### config.mk
export PLATFORM = sky130hd
export DESIGN_NAME = ssioc_top
export DESIGN_NICKNAME = d
export VERILOG_FILES = /design/src/verilog/ssioc_pulse_decoder.v /design/src/verilog/ssioc_top.v
export VERILOG_INCLUDE_DIRS = /design/src /design/src/shared
export SDC_FILE = /design/constraint.sdc
export NUM_CORES = 1
export LEC_CHECK = 0
export ABC_AREA = 1
export ABC_CLOCK_PERIOD_IN_PS = 7400
export BUFFER_PORTS_ARGS = -buffer_cell sky130_fd_sc_hd__buf_2
export CORE_MARGIN = 2
export CORE_UTILIZATION = 58
export DETAILED_ROUTE_END_ITERATION = 10
export PLACE_DENSITY = 0.8
export SLEW_MARGIN = 20
export SYNTH_ARGS = -nofsm -noshare
export SYNTH_HDL_FRONTEND = slang
export SYNTH_SLANG_ARGS = --single-unit
### constraint.sdc
create_clock -name clock -period 7.4 [get_ports clock]
set_input_delay 0 -clock clock [delete_from_list [all_inputs] [get_ports clock]]
set_output_delay 0 -clock clock [all_outputs]
set_load 0.02 [all_outputs]
### src/shared/ssioc_defines.vh
// Purpose: Shared constants of the servo sequence I/O control block
// Assumes: 25 MHz system clock, APB register access with 32-bit words
// Notes: Offsets are byte addresses on the APB bus
`ifndef SSIOC_DEFINES_VH
`define SSIOC_DEFINES_VH

// ==========================================================================
// Timing
`define SSIOC_CLK_MHZ 25
`define SSIOC_CLR_MIN_US 20
`define SSIOC_CLR_MIN_CYC (`SSIOC_CLR_MIN_US * `SSIOC_CLK_MHZ)
`define SSIOC_INIT_CYC 16

// ==========================================================================
// Register byte offsets
`define SSIOC_OFS_CTRL 12'h000
`define SSIOC_OFS_WINDOW 12'h004
`define SSIOC_OFS_FORMAT 12'h008
`define SSIOC_OFS_STATUS 12'h00C
`define SSIOC_OFS_ERRCNT 12'h010
`define SSIOC_OFS_IRQ_STAT 12'h014
`define SSIOC_OFS_IRQ_MASK 12'h018
`define SSIOC_OFS_FAULT_SET 12'h01C

// ==========================================================================
// Control fields
`define SSIOC_CTRL_JOG_FWD 0
`define SSIOC_CTRL_JOG_REV 1
`define SSIOC_CTRL_BRAKE_RELEASE 2

// ==========================================================================
// Status fields
`define SSIOC_ST_RUN 0
`define SSIOC_ST_FAULT 1
`define SSIOC_ST_INPOS 2
`define SSIOC_ST_LOOP_EN 3
`define SSIOC_ST_INIT_DONE 4

// ==========================================================================
// Interrupt status fields
`define SSIOC_IRQ_FAULT 0
`define SSIOC_IRQ_CLEAR 1
`define SSIOC_IRQ_INPOS 2
`define SSIOC_IRQ_W 3

// ==========================================================================
// Reset values
`define SSIOC_WINDOW_RST 16'h0007
`define SSIOC_FORMAT_RST 4'h0

`endif

### src/verilog/ssioc_pulse_decoder.v
// Purpose: Command pulse decoder producing signed count steps
// Assumes: Pulse inputs are already synchronised to clock
// Notes: Format 0..4 positive logic, 5..9 the same decoders inverted
`timescale 1ns/10ps
`default_nettype none

module ssioc_pulse_decoder (
    // Clock and reset
    input wire clock,
    input wire sys_rst,
    // Configuration
    input wire [3:0] pulse_input_format,
    // Synchronised pulse pins
    input wire pin_a,
    input wire pin_b,
    // Decoded steps
    output reg step_up,
    output reg step_down
);

    // Previous sampled levels of both pins
    reg a_prev_reg;
    reg b_prev_reg;
    // Logic-corrected levels
    wire neg;
    wire a_now;
    wire b_now;
    reg [2:0] mode;

    assign neg = (pulse_input_format >= 4'h5) && (pulse_input_format <= 4'h9);
    assign a_now = pin_a ^ neg;
    assign b_now = pin_b ^ neg;

    // ==========================================================================
    // Mode inside the logic group
    always @* begin
        if (pulse_input_format <= 4'h4) begin
            mode = pulse_input_format[2:0];
        end else if (pulse_input_format <= 4'h9) begin
            mode = pulse_input_format[2:0] - 3'h5;
        end else begin
            mode = 3'h7; // Out of range settings decode nothing
        end
    end

    // ==========================================================================
    // Edge decoding, one step per qualifying edge
    always @(posedge clock or posedge sys_rst) begin
        if (sys_rst) begin
            a_prev_reg <= 1'b0;
            b_prev_reg <= 1'b0;
            step_up <= 1'b0;
            step_down <= 1'b0;
        end else begin
            a_prev_reg <= a_now;
            b_prev_reg <= b_now;
            step_up <= 1'b0;
            step_down <= 1'b0;
            case (mode)
                3'h0: begin
                    // Feed pulse on A rising, direction on B
                    if (a_now && !a_prev_reg) begin
                        step_up <= b_now;
                        step_down <= !b_now;
                    end
                end
                3'h1: begin
                    // A is reverse pulse, B forward pulse
                    step_down <= a_now && !a_prev_reg;
                    step_up <= b_now && !b_prev_reg;
                end
                3'h2: begin
                    // Quadrature x1: A rising only
                    if (a_now && !a_prev_reg) begin
                        step_up <= !b_now;
                        step_down <= b_now;
                    end
                end
                3'h3: begin
                    // Quadrature x2: both edges of A
                    if (a_now != a_prev_reg) begin
                        step_up <= a_now ^ b_now;
                        step_down <= !(a_now ^ b_now);
                    end
                end
                3'h4: begin
                    // Quadrature x4: every edge of A or B
                    if (a_now != a_prev_reg) begin
                        step_up <= a_now ^ b_now;
                        step_down <= !(a_now ^ b_now);
                    end else if (b_now != b_prev_reg) begin
                        step_up <= !(a_now ^ b_now);
                        step_down <= a_now ^ b_now;
                    end
                end
                default: ; // Both steps stay low from the defaults above
            endcase
        end
    end

endmodule // ssioc_pulse_decoder

`default_nettype wire

### src/verilog/ssioc_top.v
// Purpose: Sequence input/output logic of a pulse-commanded servo drive
// Assumes: 25 MHz clock, APB slave with zero wait states, pins asynchronous
// Notes: Outputs are active high levels; fault output high means healthy
//
// Decided for this implementation: register access over APB and the register addresses.
`include "ssioc_defines.vh"
`timescale 1ns/10ps
`default_nettype none

// Operation
// Clear input zeroes error count, disables loop
// Controller holds clear at least 20 us
// Clear shorter than 20 us is ignored
// Run on enables power stage, off servo-off
// Servo-off refuses motion except jog
// Alarm reset clears the latched fault
// Controller drops run before alarm reset
// Any detected error turns fault output off
// Fault output off until initialisation completes
// In-position on while |error| below window
// Brake-hold output times external holding brake
// Format setting selects pulse decoding and logic
// All sequence inputs pass two-stage synchroniser
module ssioc_top #(
    parameter CNT_W = 16,
    parameter CLR_MIN_CYC = `SSIOC_CLR_MIN_CYC,
    parameter INIT_CYC = `SSIOC_INIT_CYC
) (
    // Clock and reset
    input wire clock,
    input wire sys_rst,
    // APB slave
    input wire psel,
    input wire penable,
    input wire pwrite,
    input wire [11:0] paddr,
    input wire [31:0] pwdata,
    output reg [31:0] prdata,
    output wire pready,
    output wire pslverr,
    // Command pulse pins
    input wire pulse_a_in,
    input wire pulse_b_in,
    // Sequence inputs
    input wire deviation_clear_in,
    input wire run_in,
    input wire alarm_reset_in,
    // Error sources from the drive
    input wire drive_error_in,
    // Sequence outputs
    output reg fault_indicator_out,
    output reg in_position_out,
    output reg brake_hold_out,
    output reg power_stage_on,
    output reg loop_enable_out,
    // Interrupt
    output wire irq
);

    // ==========================================================================
    // Declarations
    // Synchroniser stages: first stage is read only by the second
    reg [5:0] sync1_reg;
    reg [5:0] sync2_reg;
    wire pa_s;
    wire pb_s;
    wire clr_s;
    wire run_s;
    wire arst_s;
    wire err_s;
    // Clear width qualification
    reg [15:0] clr_cnt_reg;
    reg clr_ok_reg;
    // Error counter, signed
    reg signed [CNT_W-1:0] err_cnt_reg;
    wire step_up;
    wire step_down;
    wire move_up;
    wire move_down;
    // Fault and init state
    reg [7:0] init_cnt_reg;
    reg init_done_reg;
    reg fault_reg;
    reg fault_sw_reg;
    // Configuration registers
    reg [2:0] ctrl_reg;
    reg [15:0] window_reg;
    reg [3:0] format_reg;
    reg [`SSIOC_IRQ_W-1:0] irq_stat_reg;
    reg [`SSIOC_IRQ_W-1:0] irq_mask_reg;
    reg [`SSIOC_IRQ_W-1:0] irq_ev;
    reg inpos_prev_reg;
    wire wr_en;
    wire rd_en;
    wire inpos_now;

    // Magnitude of the signed error count
    function [CNT_W-1:0] abs_val;
        input [CNT_W-1:0] v;
        begin
            abs_val = v[CNT_W-1] ? (~v + {{(CNT_W-1){1'b0}}, 1'b1}) : v;
        end
    endfunction

    // ==========================================================================
    // Input synchronisers
    // Every pin passes two flops before use, including width counting
    always @(posedge clock or posedge sys_rst) begin
        if (sys_rst) begin
            sync1_reg <= 6'h00;
            sync2_reg <= 6'h00;
        end else begin
            sync1_reg <= {drive_error_in, alarm_reset_in, run_in, deviation_clear_in, pulse_b_in, pulse_a_in};
            sync2_reg <= sync1_reg;
        end
    end

    assign pa_s = sync2_reg[0];
    assign pb_s = sync2_reg[1];
    assign clr_s = sync2_reg[2];
    assign run_s = sync2_reg[3];
    assign arst_s = sync2_reg[4];
    assign err_s = sync2_reg[5];

    // ==========================================================================
    // Pulse decoder
    ssioc_pulse_decoder u_dec (
        .clock(clock),
        .sys_rst(sys_rst),
        .pulse_input_format(format_reg),
        .pin_a(pa_s),
        .pin_b(pb_s),
        .step_up(step_up),
        .step_down(step_down)
    );

    // ==========================================================================
    // Deviation clear qualification
    // Clear only acts once the input has stood for the minimum width;
    // shorter glitches leave the count untouched
    always @(posedge clock or posedge sys_rst) begin
        if (sys_rst) begin
            clr_cnt_reg <= 16'h0000;
            clr_ok_reg <= 1'b0;
        end else if (!clr_s) begin
            clr_cnt_reg <= 16'h0000;
            clr_ok_reg <= 1'b0;
        end else if (clr_cnt_reg < CLR_MIN_CYC[15:0] - 16'h0001) begin
            clr_cnt_reg <= clr_cnt_reg + 16'h0001;
        end else begin
            clr_ok_reg <= 1'b1;
        end
    end

    // ==========================================================================
    // Motion gating
    // Servo-off passes only jog steps; a qualified clear blocks everything
    assign move_up = !clr_ok_reg && step_up && (power_stage_on || ctrl_reg[`SSIOC_CTRL_JOG_FWD]);
    assign move_down = !clr_ok_reg && step_down && (power_stage_on || ctrl_reg[`SSIOC_CTRL_JOG_REV]);

    // ==========================================================================
    // Error counter
    always @(posedge clock or posedge sys_rst) begin
        if (sys_rst) begin
            err_cnt_reg <= {CNT_W{1'b0}};
        end else if (clr_ok_reg) begin
            err_cnt_reg <= {CNT_W{1'b0}};
        end else if (move_up && !move_down) begin
            err_cnt_reg <= err_cnt_reg + 1'b1;
        end else if (move_down && !move_up) begin
            err_cnt_reg <= err_cnt_reg - 1'b1;
        end
    end

    // ==========================================================================
    // Initialisation and fault latch
    // Alarm reset while run is on is ignored, as the hazard demands
    always @(posedge clock or posedge sys_rst) begin
        if (sys_rst) begin
            init_cnt_reg <= 8'h00;
            init_done_reg <= 1'b0;
            fault_reg <= 1'b0;
        end else begin
            if (!init_done_reg) begin
                if (init_cnt_reg == INIT_CYC[7:0] - 8'h01) begin
                    init_done_reg <= 1'b1;
                end else begin
                    init_cnt_reg <= init_cnt_reg + 8'h01;
                end
            end
            if (err_s || fault_sw_reg) begin
                fault_reg <= 1'b1;
            end else if (arst_s && !run_s) begin
                fault_reg <= 1'b0;
            end
        end
    end

    // ==========================================================================
    // Sequence outputs
    assign inpos_now = abs_val(err_cnt_reg) < window_reg[CNT_W-1:0];

    always @(posedge clock or posedge sys_rst) begin
        if (sys_rst) begin
            fault_indicator_out <= 1'b0;
            in_position_out <= 1'b0;
            brake_hold_out <= 1'b0;
            power_stage_on <= 1'b0;
            loop_enable_out <= 1'b0;
        end else begin
            fault_indicator_out <= init_done_reg && !fault_reg && !err_s;
            in_position_out <= inpos_now;
            power_stage_on <= run_s && init_done_reg && !fault_reg;
            loop_enable_out <= run_s && init_done_reg && !fault_reg && !clr_ok_reg;
            // Brake released only while powered, or forced by software
            brake_hold_out <= (run_s && init_done_reg && !fault_reg) || ctrl_reg[`SSIOC_CTRL_BRAKE_RELEASE];
        end
    end

    // ==========================================================================
    // APB slave
    assign pready = 1'b1;
    assign pslverr = 1'b0;
    assign wr_en = psel && penable && pwrite;
    assign rd_en = psel && !penable && !pwrite;

    // Interrupt events
    always @* begin
        irq_ev = {`SSIOC_IRQ_W{1'b0}};
        irq_ev[`SSIOC_IRQ_FAULT] = err_s && !fault_reg;
        irq_ev[`SSIOC_IRQ_CLEAR] = clr_s && !clr_ok_reg && (clr_cnt_reg == CLR_MIN_CYC[15:0] - 16'h0001);
        irq_ev[`SSIOC_IRQ_INPOS] = inpos_now && !inpos_prev_reg;
    end

    // Register writes; a fresh event beats a write-one clear
    always @(posedge clock or posedge sys_rst) begin
        if (sys_rst) begin
            ctrl_reg <= 3'h0;
            window_reg <= `SSIOC_WINDOW_RST;
            format_reg <= `SSIOC_FORMAT_RST;
            irq_stat_reg <= {`SSIOC_IRQ_W{1'b0}};
            irq_mask_reg <= {`SSIOC_IRQ_W{1'b0}};
            inpos_prev_reg <= 1'b0;
            fault_sw_reg <= 1'b0;
        end else begin
            inpos_prev_reg <= inpos_now;
            fault_sw_reg <= 1'b0;
            if (wr_en && paddr == `SSIOC_OFS_IRQ_STAT) begin
                irq_stat_reg <= (irq_stat_reg & ~pwdata[`SSIOC_IRQ_W-1:0]) | irq_ev;
            end else begin
                irq_stat_reg <= irq_stat_reg | irq_ev;
            end
            if (wr_en) begin
                if (paddr == `SSIOC_OFS_CTRL) begin
                    ctrl_reg <= pwdata[2:0];
                end else if (paddr == `SSIOC_OFS_WINDOW) begin
                    window_reg <= pwdata[15:0];
                end else if (paddr == `SSIOC_OFS_FORMAT) begin
                    format_reg <= pwdata[3:0];
                end else if (paddr == `SSIOC_OFS_IRQ_MASK) begin
                    irq_mask_reg <= pwdata[`SSIOC_IRQ_W-1:0];
                end else if (paddr == `SSIOC_OFS_FAULT_SET) begin
                    fault_sw_reg <= pwdata[0];
                end
            end
        end
    end

    // Read data registered in the setup cycle, valid in the access cycle
    always @(posedge clock or posedge sys_rst) begin
        if (sys_rst) begin
            prdata <= 32'h00000000;
        end else if (rd_en) begin
            if (paddr == `SSIOC_OFS_CTRL) begin
                prdata <= {29'h00000000, ctrl_reg};
            end else if (paddr == `SSIOC_OFS_WINDOW) begin
                prdata <= {16'h0000, window_reg};
            end else if (paddr == `SSIOC_OFS_FORMAT) begin
                prdata <= {28'h0000000, format_reg};
            end else if (paddr == `SSIOC_OFS_STATUS) begin
                prdata <= {27'h0000000, init_done_reg, loop_enable_out, in_position_out,
                           fault_reg, power_stage_on};
            end else if (paddr == `SSIOC_OFS_ERRCNT) begin
                prdata <= {{(32-CNT_W){err_cnt_reg[CNT_W-1]}}, err_cnt_reg};
            end else if (paddr == `SSIOC_OFS_IRQ_STAT) begin
                prdata <= {29'h00000000, irq_stat_reg};
            end else if (paddr == `SSIOC_OFS_IRQ_MASK) begin
                prdata <= {29'h00000000, irq_mask_reg};
            end else begin
                prdata <= 32'h00000000; // Unmapped reads as zero
            end
        end
    end

    // Level interrupt while any unmasked status bit stands
    assign irq = |(irq_stat_reg & irq_mask_reg);

endmodule // ssioc_top

`default_nettype wire

# == Word level (Yosys, flattened, before mapping) ==
# Cells that the tools add are included.
# word_totals
ff_bits,126
word_cells,155
# op_classes
n_reduce_logical,51
n_bitwise,14
n_addsub,6
mux,38
n_lt_le_gt_ge,5
n_eq_ne,17
# op_table
op,n
2-to-1 mux 32 bit,5
2-to-1 mux 16 bit,6
"adder 16 x 1 -> 16 bit, second input constant",3
"equality test 12 x 5 -> 1 bit, second input constant",4
"equality test 12 x 4 -> 1 bit, second input constant",2
logical AND 1 bit,24
2-to-1 mux 1 bit,20
"equality test 16 x 9 -> 1 bit, second input constant",1
< comparator 16 bit,1
"< comparator 16 x 9 -> 1 bit, second input constant",1
inverter 16 bit,1
"subtractor 16 x 1 -> 16 bit, second input constant",1
2-to-1 mux 3 bit,5
zero test 1 bit,13
"equality test 12 x 3 -> 1 bit, second input constant",1
zero test 12 bit,1
case mux 1 bit (5 select lines),2
"adder 8 x 1 -> 8 bit, second input constant",1
"equality test 8 x 4 -> 1 bit, second input constant",1
bitwise AND 3 bit,2
"equality test 3 x 2 -> 1 bit, second input constant",2
OR 3 bit,2
inverter 1 bit,5
AND reduction 5 bit,1
19 further kinds,26

# == Depth between registers and ports, before layout ==
# depth
word_depth,8
depth_mapped,15
depth_no_buf,15

# == Cells and area by module ==
# Synthesis repeated with hierarchy kept, for this count alone.
# unflattened
cells_unflattened,871
hier_area_um2,6839.1
# modules_own_cells
module,instances,cells_each,area_per_inst_um2,seq_area_each_um2
ssioc_top,1,775,6292.3,2681.3
ssioc_pulse_decoder,1,96,546.8,100.1

# == Worst setup path before layout ==
# OpenSTA, ideal clock, no wires.
# synth_path
kind,reg-to-reg
from,register power_stage_on
to,register err_cnt_reg[14]
path_stages_with_launch,14
t_arrival_ns,2.322
setup_time_ns,0.117
required_ns,7.283
setup_slack_ns,4.961
period_less_slack_ns,2.439
cell_sequence,dfrtp_1 -> o21ai_1 -> nor2_1 -> nand2_1 -> inv_1 -> fa_1 -> o21ai_0 -> nand2_1 -> nand2_1 -> nand2_1 -> nand2_1 -> nand2_1 -> nand3_1 -> nand2_1
# synth_via
elab_chain_len,6
elab_cells_between_ends,11
# synth_lines
element,line,source
start: declaration,ssioc_top.v:54,"output reg power_stage_on,"
start signal: assignment,ssioc_top.v:213,power_stage_on <= run_s && init_done_reg && !fault_reg;
logical OR 1 bit,ssioc_top.v:159,assign move_down = !clr_ok_reg && step_down && (power_stage_on || ctrl_reg[`SSIOC_CTRL_JOG_REV]);
logical AND 1 bit,ssioc_top.v:159,
zero test 1 bit,ssioc_top.v:168,end else if (move_up && !move_down) begin
logical AND 1 bit,ssioc_top.v:168,
2-to-1 mux 16 bit,ssioc_top.v:168,
2-to-1 mux 16 bit,ssioc_top.v:166,end else if (clr_ok_reg) begin
end signal: assignment,ssioc_top.v:165,err_cnt_reg <= {CNT_W{1'b0}};
end signal: assignment,ssioc_top.v:167,err_cnt_reg <= {CNT_W{1'b0}};
end signal: assignment,ssioc_top.v:169,err_cnt_reg <= err_cnt_reg + 1'b1;
end: declaration,ssioc_top.v:75,reg signed [CNT_W-1:0] err_cnt_reg;
# Parallel ways exist; a longest one is shown, timed or not.
# A chain may end at the register's enable or synchronous reset.

# == Worst setup path after layout ==
# layout_path
from,register err_cnt_reg[0]
to,register inpos_prev_reg
# layout_via
elab_chain_len,4
# layout_lines
element,line,source
inverter 16 bit,ssioc_top.v:101,"abs_val = v[CNT_W-1] ? (~v + {{(CNT_W-1){1'b0}}, 1'b1}) : v;"
adder 16 x 1 -> 16 bit,ssioc_top.v:101,
2-to-1 mux 16 bit (*),ssioc_top.v:101,
< comparator 16 bit (*),ssioc_top.v:201,assign inpos_now = abs_val(err_cnt_reg) < window_reg[CNT_W-1:0];
via inpos_now,ssioc_top.v:95,wire inpos_now;
end signal: assignment,ssioc_top.v:246,inpos_prev_reg <= inpos_now;
end: declaration,ssioc_top.v:92,reg inpos_prev_reg;
# The timed path passes the listed nets; every way through them passes the cells marked *.

==> impl_metrics.env <==
export IMPL_clkPwrFrac_pct=24.5
export IMPL_power_switching_w=0.0007909
export IMPL_internal_power_w=0.001229
export IMPL_regMostFlops="prdata"
export IMPL_rr_startpoint="err_cnt_reg[0]"
export IMPL_yosys_area_top_type="dfrtp_1"
export IMPL_synth_seq_cells=111
export IMPL_die_w_um=111.6
export IMPL_leakage_nw=4.047
export IMPL_cts_resized=0
export IMPL_wl_mm=15.80
export IMPL_combPwrFrac_pct=39.7
export IMPL_r2r_slack_ns=4.46
export IMPL_htree_levels=3
export IMPL_multi_input_area_um2=3304
export IMPL_drcViolationCount=0
export IMPL_fill_cells=975
export IMPL_rsz0062_at_grt="false"
export IMPL_grt_pass1_vias=5620
export IMPL_drt_initial_drc_count=451
export IMPL_die_h_um=111.6
export IMPL_powerDensity_nw_per_um2=265.4
export IMPL_worstRegToRegCells=14
export IMPL_fin_crit_ns=2.940
export IMPL_routabilityCongestion=0.9185
export IMPL_max_freq_ghz=0.3401
export IMPL_status="completed"
export IMPL_synth_area_top_cells="dfrtp_1, nand2_1, ha_1"
export IMPL_dieArea_um2=12460
export IMPL_area_delta_synth_final_pct=13.36
export IMPL_drt_pass1_iter_count=5
export IMPL_synth_top_area_share_pct=40.24
export IMPL_core_area_um2=11370
export IMPL_hold_violations=0
export IMPL_synthDistinctLibCells=47
export IMPL_synth_edf_count=0
export IMPL_initial_core_util_pct=59.07
export IMPL_critPathRequiredTime_ns=7.66
export IMPL_numCtsBuffers=9
export IMPL_synth_seq_area_share_pct=41.41
export IMPL_synthArstFlopShare_pct=100.0
export IMPL_syn_nets=939
export IMPL_period_share_pct=39.73
export IMPL_grt_start_max_net_pins=64
export IMPL_viasPerCell=5.486
export IMPL_gr_total_overflow=0
export IMPL_largest_reg_flops=17
export IMPL_whs_path_depth=4
export IMPL_portBuffers=76
export IMPL_path_clk_slew_ns=0.07
export IMPL_synthesis_area_um2=6716
export IMPL_drv_slew=0
export IMPL_drive_above_1_share_pct=15.38
export IMPL_swShare_pct=39.15
export IMPL_finalSetupViolations=0
export IMPL_diodes=0
export IMPL_worst_pin_slew_ns=0.8920
export IMPL_cp_max_fo=8
export IMPL_worstPathArrival_ns=3.20
export IMPL_synth_ff_type="dfrtp_1"
export IMPL_synthCells=847
export IMPL_nets=1024
export IMPL_clock_sinks=111
export IMPL_vdd_drop_max_mv=0.1661
export IMPL_worstHoldPathType="in -> reg"
export IMPL_grt_pass1_wl_mm=26.20
export IMPL_yosysWarnings=0
export IMPL_r2r_end="inpos_prev_reg"
export IMPL_p_seq_share_pct=35.9
export IMPL_fin_util_pct=66.96
export IMPL_register_area_um2=2781
export IMPL_start_kind="flip-flop"
export IMPL_maxCapViolCount=0
export IMPL_dp_hpwl_mm=11.22
export IMPL_cts_root_buffer="clkbuf_16"
export IMPL_synth_area_per_cell_um2=7.930
export IMPL_yosys_top_cells_count="nand2_1, dfrtp_1, inv_1"
export IMPL_rows=39
export IMPL_hold_end="fault_sw_reg"
export IMPL_synthMostInstantiatedCell="nand2_1"
export IMPL_pin_count=95
export IMPL_end_kind="flip-flop"
export IMPL_critPathKind="reg -> reg"
export IMPL_ant_nets=0
export IMPL_antenna_found_initial=0
export IMPL_clock_latency_ns=0.36
export IMPL_track_usage_pct=25.98
export IMPL_cts_tree="built"
export IMPL_holdCritStartpoint="paddr[0]"
export IMPL_finalClockSkew_ns=0.007432
export IMPL_routedWlPerCell_um=14.65
export IMPL_slew_headroom_pct=40.31
export IMPL_clock_path_buffers=2
export IMPL_dr_total_vias=5919
export IMPL_final_setup_tns_ns=0
[what timing repair did]
| item | 4_1_cts | 5_1_grt |
|---|---|---|
| hold buffers | 23 | 0 |
| endpoints found under the hold margin | 82 | 0 |
| setup endpoints to repair | 0 | 0 |
| setup buffers | 0 | 0 |
[layout by cell type (no fill, tap or decap), drive strengths merged, types with 3 or more instances in the layout]
cell | Yosys | routed
xor2 | 21 | 21
clkinv | 3 | 5
dfstp | 3 | 3
xnor2 | 7 | 7
clkbuf | 3 | 10
o31ai | 3 | 3
nand2 | 204 | 204
nor3 | 19 | 19
inv | 109 | 109
a21oi | 52 | 52
nand3 | 68 | 68
nor2 | 81 | 81
ha | 36 | 36
dfrtp | 108 | 108
o21ai | 53 | 53
dlygate4sd3 | 0 | 23
and2 | 3 | 3
buf | 23 | 77
o211ai | 6 | 6
nand4 | 13 | 13
o22ai | 11 | 11
nand3b | 6 | 6
[how the worst max path moves through the flow]
stage	from	slack (ns)	to	cells past startpoint
final	err_cnt_reg[0]	4.46	inpos_prev_reg	14
after global routing	power_stage_on	4.19	err_cnt_reg[8]	13
after CTS	power_stage_on	4.50	err_cnt_reg[8]	13
after detailed placement	power_stage_on	4.54	err_cnt_reg[8]	13
after global placement	power_stage_on	4.60	err_cnt_reg[8]	13
after floorplan	sys_rst	4.47	brake_hold_out	1
[power groups by stage]
| stage | registers [W] | clock network (W) | logic, W |
|---|---|---|---|
| 2_1_floorplan | 0.000709 | 0 | 0.000620 |
| 3_3_place_gp | 0.000732 | 0 | 0.000751 |
| 3_5_place_dp | 0.000733 | 0 | 0.000771 |
| 4_1_cts | 0.000721 | 0.000500 | 0.000786 |
| 5_1_grt | 0.000731 | 0.000523 | 0.000916 |
| 6_report | 0.000724 | 0.000494 | 0.000802 |
[cell families (layout without fill, tap and decap cells)]
family,after synthesis,after routing,share of synthesized area [%]
compound gates,132,132,11.29
xor+xnor,28,28,3.651
fa+ha+maj,37,37,7.004
buf+inv,138,227,9.389
flops,111,111,41.41
mux,1,1,0.1676
other cells,2,2,0.1118
simple gates,398,398,26.97
[per-layer routing]
metal  vias up  share of wire (%)  global-route usage, %
li1       2909                  -                      -
met1      2786                 46                  35.88
met2       195                 46                  41.46
met3        29                5.4                  3.538
met4         0                2.6                  11.28
met5         -                  0                      0
[cell type report]
type,count,area share (%)
inverter,112,5.686
sequential,111,36.53
multi-input combinational,598,43.40
timing repair buffer,100,8.118
clock buffer,10,3.139
tap,143,2.350
clock inverter,5,0.7724
[stage by stage]
stage                     total power (W)  hold WS [ns]  cell area [um2]  std cells  setup slack (ns)
final                            0.002020      0.004296             7614       1079             4.460
after floorplan                  0.001329       0.03143             6716        847             4.474
after CTS                        0.002007      0.002920             7614       1079             4.504
after global routing             0.002170       0.01923             7614       1079             4.186
after global placement           0.001483        0.1083             7086       1041             4.597
after detailed placement         0.001505        0.1093             7086       1041             4.541
[critical path, cell delays in order (launching register included)]
cell and delay [ns]:
dfrtp_1 0.41, inv_1 0.24, ha_1 0.19, inv_1 0.06, nor3_1 0.21, nand3_1 0.13
nand2_1 0.12, o21ai_1 0.15, nor2_1 0.20, xor2_1 0.23, ha_1 0.27, nand4_1 0.11
inv_1 0.05, a21oi_1 0.21, a21boi_0 0.26
Power figures use the tool's default switching activity.
